### src/verilog/lane_map_pkg.sv
package lane_map_pkg;
    // ------------------------------------------------------------------
    // Sizes
    // ------------------------------------------------------------------
    localparam int CH_W = 12;
    localparam int NCH = 4;
    localparam int GRP_W = CH_W * NCH;
    localparam int LANES = 8;
    localparam int LANE_W = 40;
    localparam int GRP_MAX = 8;
    localparam int FIFO_DEPTH = 32;
    localparam int MODE_W = 4;
    localparam int IDX_W = 3;
    localparam int OCT_W = 3;

    typedef logic [LANES-1:0][LANE_W-1:0] lane_bus_t;
    typedef logic [GRP_MAX-1:0][GRP_W-1:0] grp_arr_t;
    typedef logic [MODE_W-1:0] mode_t;

    // ------------------------------------------------------------------
    // Link mode codes
    // ------------------------------------------------------------------
    localparam mode_t MODE_1 = 4'h1;
    localparam mode_t MODE_2 = 4'h2;
    localparam mode_t MODE_3 = 4'h3;
    localparam mode_t MODE_4 = 4'h4;
    localparam mode_t MODE_5 = 4'h5;
    localparam mode_t MODE_6 = 4'h6;
    localparam mode_t MODE_7 = 4'h7;
    localparam mode_t MODE_8 = 4'h8;
    localparam mode_t MODE_9 = 4'h9;
    localparam mode_t MODE_10 = 4'ha;

    // ------------------------------------------------------------------
    // Active lane masks and reset values
    // ------------------------------------------------------------------
    localparam logic [LANES-1:0] LANES_2 = 8'h03;
    localparam logic [LANES-1:0] LANES_3 = 8'h07;
    localparam logic [LANES-1:0] LANES_4 = 8'h0f;
    localparam logic [LANES-1:0] LANES_6 = 8'h3f;
    localparam logic [LANES-1:0] LANES_8 = 8'hff;
    localparam logic [LANES-1:0] LANES_OFF = 8'h00;
    localparam mode_t MODE_RST = 4'h0;
endpackage

### src/verilog/stream_if.sv
`timescale 1ns/1ps
interface stream_if #(parameter int W = 8);
    logic valid;
    logic ready;
    logic [W-1:0] data;
    modport src (output valid, output data, input ready);
    modport snk (input valid, input data, output ready);
endinterface

### src/verilog/jesd_sample_lane_mapper.sv
`timescale 1ns/1ps
// Function
// Mode 1: lanes 0-2 pack A0,A1,B0,B1 twelve-bit in two octets.
// Mode 6: same six-lane split, lanes 3-5 carry C0,C1,D0,D1.
// Mode 2: one octet per lane, lanes 0-3 carry A,B,C,D.
// Mode 3: lane per channel, four 10-bit samples in five octets.
// Mode 4: three lanes, one 12-bit sample per channel.
// Mode 5: two lanes, A then B on lane 0, C then D on 1.
// Mode 7: one octet per lane, lanes 0-3 carry A,B,C,D.
// Mode 8: lane per channel, two 12-bit samples in three octets.
// Mode 9: eight lanes, even samples on even lane, odd on odd.
// Mode 10: lane pairs, even samples 0,2,4,6 and odd 1,3,5,7.
// Unused tail bits of every lane frame are zero.
// Each sample is placed most significant bit first.
// Only the lowest lanes for the mode are enabled, rest off.
// Link mode is latched only while the link is stopped.
module jesd_sample_lane_mapper (
    input wire logic MCLK,
    input wire logic RSTN,
    input wire lane_map_pkg::mode_t LINK_MODE,
    input wire logic LINK_RUN,
    input wire logic SAMPLE_VALID,
    input wire logic [lane_map_pkg::CH_W-1:0] SAMPLE_A,
    input wire logic [lane_map_pkg::CH_W-1:0] SAMPLE_B,
    input wire logic [lane_map_pkg::CH_W-1:0] SAMPLE_C,
    input wire logic [lane_map_pkg::CH_W-1:0] SAMPLE_D,
    output logic SAMPLE_READY,
    output logic FRAME_VALID,
    input wire logic FRAME_READY,
    output lane_map_pkg::lane_bus_t LANE_DATA,
    output logic [lane_map_pkg::OCT_W-1:0] FRAME_OCTETS,
    output logic [lane_map_pkg::LANES-1:0] LANE_EN
);
    import lane_map_pkg::*;

    typedef enum logic [1:0] {COLLECT, PACK, SEND} state_t;

    // ------------------------------------------------------------------
    // Pin synchronisers
    // ------------------------------------------------------------------
    mode_t mode_s1_r;
    mode_t mode_s2_r;
    logic run_s1_r;
    logic run_s2_r;

    always_ff @(posedge MCLK or negedge RSTN) begin
        if (!RSTN) begin
            mode_s1_r <= MODE_RST;
            mode_s2_r <= MODE_RST;
            run_s1_r <= 1'b0;
            run_s2_r <= 1'b0;
        end else begin
            mode_s1_r <= LINK_MODE;
            mode_s2_r <= mode_s1_r;
            run_s1_r <= LINK_RUN;
            run_s2_r <= run_s1_r;
        end
    end

    // ------------------------------------------------------------------
    // Sample buffering
    // ------------------------------------------------------------------
    stream_if #(.W(GRP_W)) in_s ();
    stream_if #(.W(GRP_W)) out_s ();

    assign in_s.valid = SAMPLE_VALID;
    assign in_s.data = {SAMPLE_A, SAMPLE_B, SAMPLE_C, SAMPLE_D};
    assign SAMPLE_READY = in_s.ready;

    sample_fifo #(.WIDTH(GRP_W), .DEPTH(FIFO_DEPTH)) u_fifo (
        .clk(MCLK),
        .rst_n(RSTN),
        .wr(in_s.snk),
        .rd(out_s.src)
    );

    // ------------------------------------------------------------------
    // Mode tables
    // ------------------------------------------------------------------
    function automatic logic [LANES-1:0] lanes_of(input mode_t m);
        case (m)
            MODE_1, MODE_6: lanes_of = LANES_6;
            MODE_2, MODE_3, MODE_7, MODE_8: lanes_of = LANES_4;
            MODE_4: lanes_of = LANES_3;
            MODE_5: lanes_of = LANES_2;
            MODE_9, MODE_10: lanes_of = LANES_8;
            default: lanes_of = LANES_OFF;
        endcase
    endfunction

    function automatic logic [OCT_W-1:0] octets_of(input mode_t m);
        case (m)
            MODE_2, MODE_7, MODE_9: octets_of = 3'h1;
            MODE_1, MODE_4, MODE_5, MODE_6: octets_of = 3'h2;
            MODE_8: octets_of = 3'h3;
            MODE_3, MODE_10: octets_of = 3'h5;
            default: octets_of = 3'h1;
        endcase
    endfunction

    // Index of the last sample group a frame needs.
    function automatic logic [IDX_W-1:0] last_of(input mode_t m);
        case (m)
            MODE_1, MODE_6, MODE_8, MODE_9: last_of = 3'h1;
            MODE_3: last_of = 3'h3;
            MODE_10: last_of = 3'h7;
            default: last_of = 3'h0;
        endcase
    endfunction

    // ------------------------------------------------------------------
    // Sample selection and lane packing
    // ------------------------------------------------------------------
    // Samples arrive MSB-justified; narrow modes keep the top bits.
    function automatic logic [CH_W-1:0] smp(input grp_arr_t g,
                                            input int i, input int ch);
        smp = g[i][GRP_W-1-ch*CH_W -: CH_W];
    endfunction

    function automatic logic [7:0] s8(input grp_arr_t g,
                                      input int i, input int ch);
        logic [CH_W-1:0] t;
        t = smp(g, i, ch);
        s8 = t[11:4];
    endfunction

    function automatic logic [9:0] s10(input grp_arr_t g,
                                       input int i, input int ch);
        logic [CH_W-1:0] t;
        t = smp(g, i, ch);
        s10 = t[11:2];
    endfunction

    function automatic lane_bus_t pack(input mode_t m, input grp_arr_t g);
        logic [CH_W-1:0] p0;
        logic [CH_W-1:0] p1;
        logic [CH_W-1:0] q0;
        logic [CH_W-1:0] q1;
        pack = '0;
        case (m)
            MODE_1, MODE_6: begin
                for (int k = 0; k < 2; k++) begin
                    p0 = smp(g, 0, 2*k);
                    p1 = smp(g, 1, 2*k);
                    q0 = smp(g, 0, 2*k+1);
                    q1 = smp(g, 1, 2*k+1);
                    pack[3*k] = {p0, p1[11:8], 24'h0};
                    pack[3*k+1] = {p1[7:0], q0[11:4], 24'h0};
                    pack[3*k+2] = {q0[3:0], q1, 24'h0};
                end
            end
            MODE_2, MODE_7: begin
                for (int k = 0; k < NCH; k++) begin
                    pack[k] = {s8(g, 0, k), 32'h0};
                end
            end
            MODE_3: begin
                for (int k = 0; k < NCH; k++) begin
                    pack[k] = {s10(g, 0, k), s10(g, 1, k),
                               s10(g, 2, k), s10(g, 3, k)};
                end
            end
            MODE_4: begin
                p0 = smp(g, 0, 0);
                p1 = smp(g, 0, 1);
                q0 = smp(g, 0, 2);
                q1 = smp(g, 0, 3);
                pack[0] = {p0, p1[11:8], 24'h0};
                pack[1] = {p1[7:0], q0[11:4], 24'h0};
                pack[2] = {q0[3:0], q1, 24'h0};
            end
            MODE_5: begin
                pack[0] = {s8(g, 0, 0), s8(g, 0, 1), 24'h0};
                pack[1] = {s8(g, 0, 2), s8(g, 0, 3), 24'h0};
            end
            MODE_8: begin
                for (int k = 0; k < NCH; k++) begin
                    pack[k] = {smp(g, 0, k), smp(g, 1, k), 16'h0};
                end
            end
            MODE_9: begin
                for (int k = 0; k < NCH; k++) begin
                    pack[2*k] = {s8(g, 0, k), 32'h0};
                    pack[2*k+1] = {s8(g, 1, k), 32'h0};
                end
            end
            MODE_10: begin
                for (int k = 0; k < NCH; k++) begin
                    pack[2*k] = {s10(g, 0, k), s10(g, 2, k),
                                 s10(g, 4, k), s10(g, 6, k)};
                    pack[2*k+1] = {s10(g, 1, k), s10(g, 3, k),
                                   s10(g, 5, k), s10(g, 7, k)};
                end
            end
            default: pack = '0;
        endcase
    endfunction

    // ------------------------------------------------------------------
    // Frame assembly
    // ------------------------------------------------------------------
    state_t state_r;
    state_t state_nxt;
    mode_t mode_r;
    grp_arr_t grp_r;
    logic [IDX_W-1:0] idx_r;
    lane_bus_t lane_r;
    logic valid_r;
    logic [OCT_W-1:0] oct_r;
    logic [LANES-1:0] en_r;

    wire take = out_s.valid && out_s.ready;
    wire last_grp = (idx_r == last_of(mode_r));
    wire sent = valid_r && FRAME_READY;
    wire lane_bus_t packed_w = pack(mode_r, grp_r);

    // Reading stalls while a frame waits, so back-pressure reaches the pins.
    assign out_s.ready = run_s2_r && (state_r == COLLECT);

    always_comb begin
        state_nxt = state_r;
        case (state_r)
            COLLECT: state_nxt = (take && last_grp) ? PACK : COLLECT;
            PACK: state_nxt = SEND;
            SEND: state_nxt = sent ? COLLECT : SEND;
            default: state_nxt = COLLECT;
        endcase
        if (!run_s2_r) begin
            state_nxt = COLLECT;
        end
    end

    always_ff @(posedge MCLK or negedge RSTN) begin
        if (!RSTN) begin
            mode_r <= MODE_RST;
            en_r <= LANES_OFF;
            oct_r <= '0;
        end else if (!run_s2_r) begin
            // A mode change mid-link would tear frames apart.
            mode_r <= mode_s2_r;
            en_r <= lanes_of(mode_s2_r);
            oct_r <= octets_of(mode_s2_r);
        end
    end

    always_ff @(posedge MCLK) begin
        if (take) begin
            grp_r[idx_r] <= out_s.data;
        end
    end

    always_ff @(posedge MCLK or negedge RSTN) begin
        if (!RSTN) begin
            state_r <= COLLECT;
            idx_r <= '0;
            lane_r <= '0;
            valid_r <= 1'b0;
        end else begin
            state_r <= state_nxt;
            idx_r <= (!run_s2_r || (take && last_grp)) ? '0 :
                     (take ? idx_r + 1'b1 : idx_r);
            lane_r <= (state_r == PACK) ? packed_w : lane_r;
            valid_r <= run_s2_r && (state_nxt == SEND);
        end
    end

    assign LANE_DATA = lane_r;
    assign FRAME_VALID = valid_r;
    assign FRAME_OCTETS = oct_r;
    assign LANE_EN = en_r;
endmodule

### src/verilog/sample_fifo.sv
`timescale 1ns/1ps
module sample_fifo #(
    parameter int WIDTH = 48,
    parameter int DEPTH = 32
) (
    input wire logic clk,
    input wire logic rst_n,
    stream_if.snk wr,
    stream_if.src rd
);
    localparam int AW = $clog2(DEPTH);
    localparam logic [AW:0] CNT_FULL = (AW+1)'(DEPTH);
    localparam logic [AW:0] CNT_ZERO = '0;
    localparam logic [AW-1:0] PTR_LAST = AW'(DEPTH - 1);

    logic [WIDTH-1:0] mem [DEPTH];
    logic [AW-1:0] wp_r;
    logic [AW-1:0] rp_r;
    logic [AW:0] cnt_r;
    logic [AW:0] cnt_nxt;
    // Ready and valid come straight from flops, with no gate behind them.
    logic room_r;
    logic avail_r;
    wire push = wr.valid && room_r;
    wire pop = rd.ready && avail_r;

    assign wr.ready = room_r;
    assign rd.valid = avail_r;
    assign rd.data = mem[rp_r];
    assign cnt_nxt = cnt_r + (AW+1)'(push) - (AW+1)'(pop);

    always_ff @(posedge clk) begin
        if (push) begin
            mem[wp_r] <= wr.data;
        end
    end

    always_ff @(posedge clk or negedge rst_n) begin
        if (!rst_n) begin
            wp_r <= '0;
            rp_r <= '0;
            cnt_r <= '0;
            room_r <= 1'b1;
            avail_r <= 1'b0;
        end else begin
            wp_r <= push ? ((wp_r == PTR_LAST) ? '0 : wp_r + 1'b1) : wp_r;
            rp_r <= pop ? ((rp_r == PTR_LAST) ? '0 : rp_r + 1'b1) : rp_r;
            cnt_r <= cnt_nxt;
            room_r <= (cnt_nxt != CNT_FULL);
            avail_r <= (cnt_nxt != CNT_ZERO);
        end
    end
endmodule

### config.mk
export PLATFORM = sky130hd
export DESIGN_NAME = jesd_sample_lane_mapper
export DESIGN_NICKNAME = d
export VERILOG_FILES = /design/src/verilog/lane_map_pkg.sv /design/src/verilog/stream_if.sv /design/src/verilog/jesd_sample_lane_mapper.sv /design/src/verilog/sample_fifo.sv
export SDC_FILE = /design/constraint.sdc
export NUM_CORES = 2
export LEC_CHECK = 0
export ABC_AREA = 1
export ABC_CLOCK_PERIOD_IN_PS = 6700
export BUFFER_PORTS_ARGS = -buffer_cell sky130_fd_sc_hd__buf_2
export CAP_MARGIN = 30
export CORE_MARGIN = 2
export CORE_UTILIZATION = 55
export CTS_CLUSTER_DIAMETER = 120
export DETAILED_ROUTE_END_ITERATION = 6
export MAX_ROUTING_LAYER = met4
export PLACE_DENSITY_LB_ADDON = 0.12
export SYNTH_ARGS = -nofsm -noshare
export SYNTH_HDL_FRONTEND = slang
export SYNTH_SLANG_ARGS = --single-unit
### constraint.sdc
create_clock -name MCLK -period 6.7 [get_ports MCLK]
set_clock_uncertainty 0.1 [all_clocks]
set_input_delay 0.335 -clock MCLK [delete_from_list [all_inputs] [get_ports MCLK]]
set_output_delay 0.335 -clock MCLK [all_outputs]
set_load 0.005 [all_outputs]
Word level (Yosys, flattened, before mapping)

Memory sizes are Yosys's and may differ from the RTL's. A register that Yosys moved wholly into a read port is not among the register bits.
Cells that the tools add are included.

Memories: 3
Register bits: 742
Bits in read-only memories: 176
Bits of input ports: 57
RAM bits: 1,536

Memories:

| memory          | depth | bits a word | read ports | clocked after memory_dff | write ports | line                          | RTL |
|---|---|---|---|---|---|---|---|
| u_fifo.mem      | 32    | 48          | 1          | 0                        | 1           | sample_fifo.sv:16             | `logic [WIDTH-1:0] mem [DEPTH];` |
| (no name shown) | 16    | 8           | 1          | 1                        | 0           | jesd_sample_lane_mapper.sv:81 | `case (m)` |
| (no name shown) | 16    | 3           | 1          | 1                        | 0           | jesd_sample_lane_mapper.sv:92 | `case (m)` |

Multiplexer cells: 19
Equal/unequal tests: 17
Order comparisons: 2
Reduce and logical (&&, ||, !) cells: 19
Add/sub/neg operators: 5

Operator list:

| cell                                                 | count |
|---|---|
| case mux 80 bit (8 select lines)                     | 1 |
| bitwise mux 384 bit                                  | 1 |
| case mux 40 bit (7 select lines)                     | 1 |
| case mux 40 bit (6 select lines)                     | 1 |
| case mux 80 bit (3 select lines)                     | 1 |
| case mux 80 bit (2 select lines)                     | 1 |
| demux 48 bit (select 3 bit)                          | 1 |
| two-way mux 48 bit                                   | 1 |
| equality test 4 x 3 -> 1 bit (second input constant) | 4 |
| equality test 4 bit (second input constant)          | 3 |
| adder 5 x 1 -> 5 bit (second input constant)         | 2 |
| equality test 5 bit (second input constant)          | 2 |
| two-way mux 5 bit                                    | 2 |
| case mux 3 bit (3 select lines)                      | 1 |
| equality test 4 x 2 -> 1 bit (second input constant) | 2 |
| logical AND 1 bit                                    | 7 |
| adder 6 x 1 -> 6 bit                                 | 1 |
| two-way mux 3 bit                                    | 2 |
| inequality test 6 bit (second input constant)        | 1 |
| case mux 2 bit (3 select lines)                      | 1 |
| nonzero test 6 bit                                   | 1 |
| subtractor 6 x 1 -> 6 bit                            | 1 |
| zero test 1 bit                                      | 5 |
| equality test 2 bit (second input constant)          | 2 |
| other kinds (13)                                     | 17 |

Depth between registers and ports, before layout

Word-level depth: 10
Gate-level depth with buffers: 13
Depth with buffers taken out: 12

Modules after synthesis

A second synthesis with hierarchy kept.

Cells, all modules: 8,514
Area total of the unflattened synthesis: 91,994.5 µm²

By module, submodules not included:

| module                  | cells an instance | area each (µm²) | instances |
|---|---|---|---|
| sample_fifo             | 6,052             | 65,420.2        | 1 |
| jesd_sample_lane_mapper | 2,462             | 26,574.2        | 1 |

Least setup slack after synthesis

OpenSTA, ideal clock, no wires.

Path kind: reg-to-reg
From: register state_r[1]
To: register grp_r[48] (netlist bit) (enable)
Stages on the path, launching flop included: 5
Path slack: 1,727 ps
Arrival: 4,360 ps
Setup time: 513 ps
Cell sequence: dfrtp_1 -> nor3_2 -> buf_2 -> nand2_1 -> nor3_1

Longest elaborated chain between the ends: 3

RTL lines:

| element                       | line                           | RTL |
|---|---|---|
| start, declared               | jesd_sample_lane_mapper.sv:202 | `state_t state_r;` |
| start signal, assigned        | jesd_sample_lane_mapper.sv:259 | `state_r <= state_nxt;` |
| zero test 2 bit               | jesd_sample_lane_mapper.sv:218 | `assign out_s.ready = run_s2_r && (state_r == COLLECT);` |
| logical AND 1 bit             | jesd_sample_lane_mapper.sv:218 |  |
| logical AND 1 bit             | jesd_sample_lane_mapper.sv:212 | `wire take = out_s.valid && out_s.ready;` |
| via take                      | jesd_sample_lane_mapper.sv:212 |  |
| end signal, assigned by index | jesd_sample_lane_mapper.sv:248 | `grp_r[idx_r] <= out_s.data;` |
| end, declared                 | jesd_sample_lane_mapper.sv:205 | `grp_arr_t grp_r;` |

The timed path passes the listed nets, and every way through them passes these cells.
A chain may end at the register's enable or synchronous reset.

Final worst setup path

From: register u_fifo.rp_r[0]
To: register grp_r[173] (netlist bit), data pin

Longest elaborated chain between the ends: 2

RTL lines:

| element                | line                           | RTL |
|---|---|---|
| start, declared        | sample_fifo.sv:18              | `logic [AW-1:0] rp_r;` |
| start signal, assigned | sample_fifo.sv:47              | `rp_r <= pop ? ((rp_r == PTR_LAST) ? '0 : rp_r + 1'b1) : rp_r;` |
| memory (32 x 48 bit)   | n/a                            |  |
| via out_s.data[29]     | stream_if.sv:5                 | `logic [W-1:0] data;` |
| bitwise mux 384 bit    | jesd_sample_lane_mapper.sv:248 |  |

The timed path passes the listed nets, and every way through them passes these cells.

==> out/summary.md <==
At the worst endpoint, the required time is 7.13 ns. The via count of the first global-routing pass was 60.4k. For this run, design rule violations remaining after detail routing come to 0. Detailed routing inserted a total of 64.4k vias. The fraction of layout cells with a size suffix above 1 came out at 11.5%.

Each instance of the synthesized netlist takes up on average 10.7 sq um. The share of flip-flops with an asynchronous set or reset after synthesis was 16.4%; the final hold violation count was 0. Buffers inserted during clock tree synthesis total 223. Buffers added to address setup during post-CTS repair amount to 0.

Dividing the detail-routed wire length by the instance count gives 23.7 um. The actual transition at the worst max-transition pin was 1.11 ns; the largest fanout on the critical path was 182. The tools report the headroom to the max-slew limit as 25.9%. The worst setup path is launched from a register.

Delay of the slowest critical-path stage: 0.72 ns. Cell with the largest stage delay on the worst path: sky130_fd_sc_hd__buf_4. Counting distinct cell types in the post-synthesis netlist gives 44. The worst setup path is captured at a register. Of the total synthesized cell area, the portion taken by full adders, half adders and majority gates is 0.291%.

After detailed routing, the total wire length is 270000 um. Synthesis inferred 2238 register bits. Dividing total power by cell area gives a power density of 429 nW/um^2. The synthesized netlist occupies a cell area of 92900 sq um. For this design, the sink count on the clock tree is 2238.

In this run, post-CTS hold repair placed 63 buffers. TritonCTS built the clock tree. Global routing finished with a remaining overflow of 0.

The critical path is of the reg2reg type. For the number of gates resized after CTS, the log shows 0. Most common cell type on the critical path: sky130_fd_sc_hd__nand2_1.

Final worst-path cycle share: 60.1%. Commonest register cell after synthesis: sky130_fd_sc_hd__edfxtp_1. The post-placement cell count was 10.9k; the number of max-cap violations was 0. Buffers plus inverters on the worst setup path: 2. The top cell family by delay on the critical path is simple AND/OR/NAND/NOR gates. The first global-routing pass estimated 398000 um of wire. The number of enable-type register cells in the synthesized netlist was 1872; the number of synthesis warnings was 0. Sequential elements use 70.4% of the synthesized area.

The signed area change from the synthesized netlist to the final layout was 13.0%; the floorplan die width was 415 um. The logs give 0 ns for the aggregate negative setup slack and 0.88 ns for the insertion delay to the later sink of the worst-skew pair. The initial cell density of the core was 55.5%. Across every metal layer, demand over resource in global routing totals 32.0%. The flow ran to the end, and the final reports show no timing, DRC or antenna violations.

Of the total synthesized cell area, the portion taken by AND, OR, NAND and NOR gates is 19.8%. At the end of routability-driven placement, the weighted congestion stood at 0.927. 390 I/O pins were placed. The core area is 167000 sq um, and the maximum number of buffers from clock root to sink is 3.

Setup repair after global routing left no endpoint under its margin. Multiplexer cells account for 0% of the synthesized area. For this block, the initial DRC count from the detailed router was 7915.

Number of H-tree levels: 4. The worst voltage drop across the vdd grid was 0.323 mV; the initial antenna violation count was 16. After layout, the minimum clock period comes to 4.03 ns. In this run the register-to-register setup slack is 2.67 ns.

Based on the critical path, the design can be clocked at up to 0.248 GHz. After the last flow step, the layout net total stands at 9064. The vertical die dimension is 415 um, and the leakage component of the power is 44.1 nW. The clock-pin slew on the worst setup and hold paths came out at 0.06 ns. The signal on the critical path passes through buf_12 -> buf_4 -> nand2_1 -> nand2_1 -> nand2_1 -> o21ai_0 -> nand2_1 -> nand3_1 -> nand3_1 -> nand2_1. The tree is rooted in a sky130_fd_sc_hd__clkbuf_16. In this run the worst hold path is classified as in2reg.

The post-synthesis xor/xnor area fraction was 0.0472%; the number of nets in the synthesized netlist was 8733. The first-pass iteration count of the detailed router was 6. The number of buffers inserted by port buffering is 389. Dividing the detail-routed via count by the number of cells gives 5.66.

Cells fill 62.7% of the core in the end. The final max-slew violation count is 0. The detail route stage leaves a number of antenna-violating nets equal to 0.

The synthesized netlist cell count was 8655. Estimated wirelength of the detail-placed design: 153000 um. The finished layout holds 11.4k standard cells, fillers aside. The tools report the number of setup violations in the final report as 0. After synthesis, the largest family of logic cells by area is simple AND/OR/NAND/NOR gates. The run gives 4.46 ns as the data arrival time of the worst path.

The area fraction in compound gates after synthesis is 4.10%, and the pin count of the biggest net entering global routing is 201. The die covers 172000 sq um. The floorplan has 150 rows.
[worst paths after layout]
kind	end	cells after the start	from
max	grp_r[173]	10	u_fifo.rp_r[0]
min	state_r[1]	5	FRAME_READY
max reg2reg	grp_r[173]	10	u_fifo.rp_r[0]
min reg2reg	mode_s2_r[1]	0	mode_s1_r[1]
max in group asynchronous	LANE_DATA[63]	4	RSTN
min in group asynchronous	LANE_DATA[258]	3	RSTN
[cell type report]
type,instances,area (sq um)
Sequential cell,2238,65400
Fill cell,13117,62400
Multi-Input combinational cell,5234,22800
Clock buffer,290,6000
Timing Repair Buffer,577,3990
Tap cell,2204,2760
Inverter,712,2720
Clock inverter,125,1250
Antenna cell,7,17.5
[layer usage]
metal | routed length (um) | global-route usage (%)
met5 | 0 | -
met4 | 10700 | 12.0
met3 | 24400 | 5.04
met2 | 126000 | 49.4
met1 | 108000 | 43.3
[registers in the layout, summed over array words and instances, names as in the netlist, 4 cells and up]
name / cells
u_fifo.rp_r: 5
mode_r: 4
u_fifo.mem: 1536
u_fifo.cnt_r: 6
LANE_EN: 5
mode_s1_r: 4
mode_s2_r: 4
grp_r: 336
LANE_DATA: 320
u_fifo.wp_r: 5
[cell usage after synthesis, drive strengths merged (2+ instances only)]
cell type  count  share of area [%]
buf          292                1.7
a31oi          3              0.020
edfxtp      1872                 61
o221ai         2              0.019
nand3        660                3.6
o22ai          5              0.034
clkinv         2             0.0094
xnor2          3              0.028
nor3           7              0.043
xor2           2              0.019
nor2         308                1.3
or2          144               0.97
a22o          53               0.50
nand4          4              0.027
inv          710                2.9
dfrtp        365                9.8
ha            20               0.27
a22oi         19               0.15
o21a           3              0.024
a32o           4              0.043
nand2       3438                 14
o21ai        389                2.1
a21oi         55               0.30
clkbuf       179               0.72
o211ai       111               0.90
[power by group]
group / leakage [nW] / switching, mW / internal, mW
Combinational: 18.8 / 10.5 / 3.67
Clock: 3.56 / 5.36 / 7.05
Sequential: 21.8 / 1.07 / 17.4
Total: 44.1 / 16.9 / 28.1
[tightest hold or removal path, delay by kind of cell]
| kind | cells | cell delay (ns) |
|---|---|---|
| AND/OR/NAND/NOR | 2 | 0.13 |
| AO/OA/AOI/OAI | 1 | 0.07 |
| buffers and inverters | 2 | 0.63 |
[placed cells by master, fill, tap and decap left out, drive strengths merged, types with 4 or more instances in the layout]
cell type    count
a32o             4
nor2           308
nand2         3438
bufinv          19
edfxtp        1872
or2            144
o22ai            5
clkinv          98
dfrtp          365
clkbuf         290
a22o            53
a22oi           19
o211ai         111
diode            7
inv            717
buf            515
nand3          660
nor3             7
dlygate4sd3     62
ha              20
nand4            4
a21oi           55
o21ai          389
[cells by family after synthesis]
kind of cell / count (synthesis)
XOR/XNOR: 5
AO/OA/AOI/OAI: 646
AND/OR/NAND/NOR: 4562
flip-flops: 2238
buffers and inverters: 1183
adder cells (fa/ha/maj): 21
[metrics by stage]
stage / instance area (sq um) / hold slack (ns) / total power [mW] / setup slack (ns)
after detailed placement: 97000 / 0.235 / 32.5 / 2.90
after floorplan: 92900 / -0.0606 / 26.8 / 1.73
after global routing: 105000 / 0.250 / 47.1 / 2.59
after CTS: 105000 / 0.145 / 44.9 / 2.90
after global placement: 96700 / 0.232 / 32.3 / 2.96
final: 105000 / 0.227 / 45.0 / 2.67
Power figures use the tool's default switching activity.
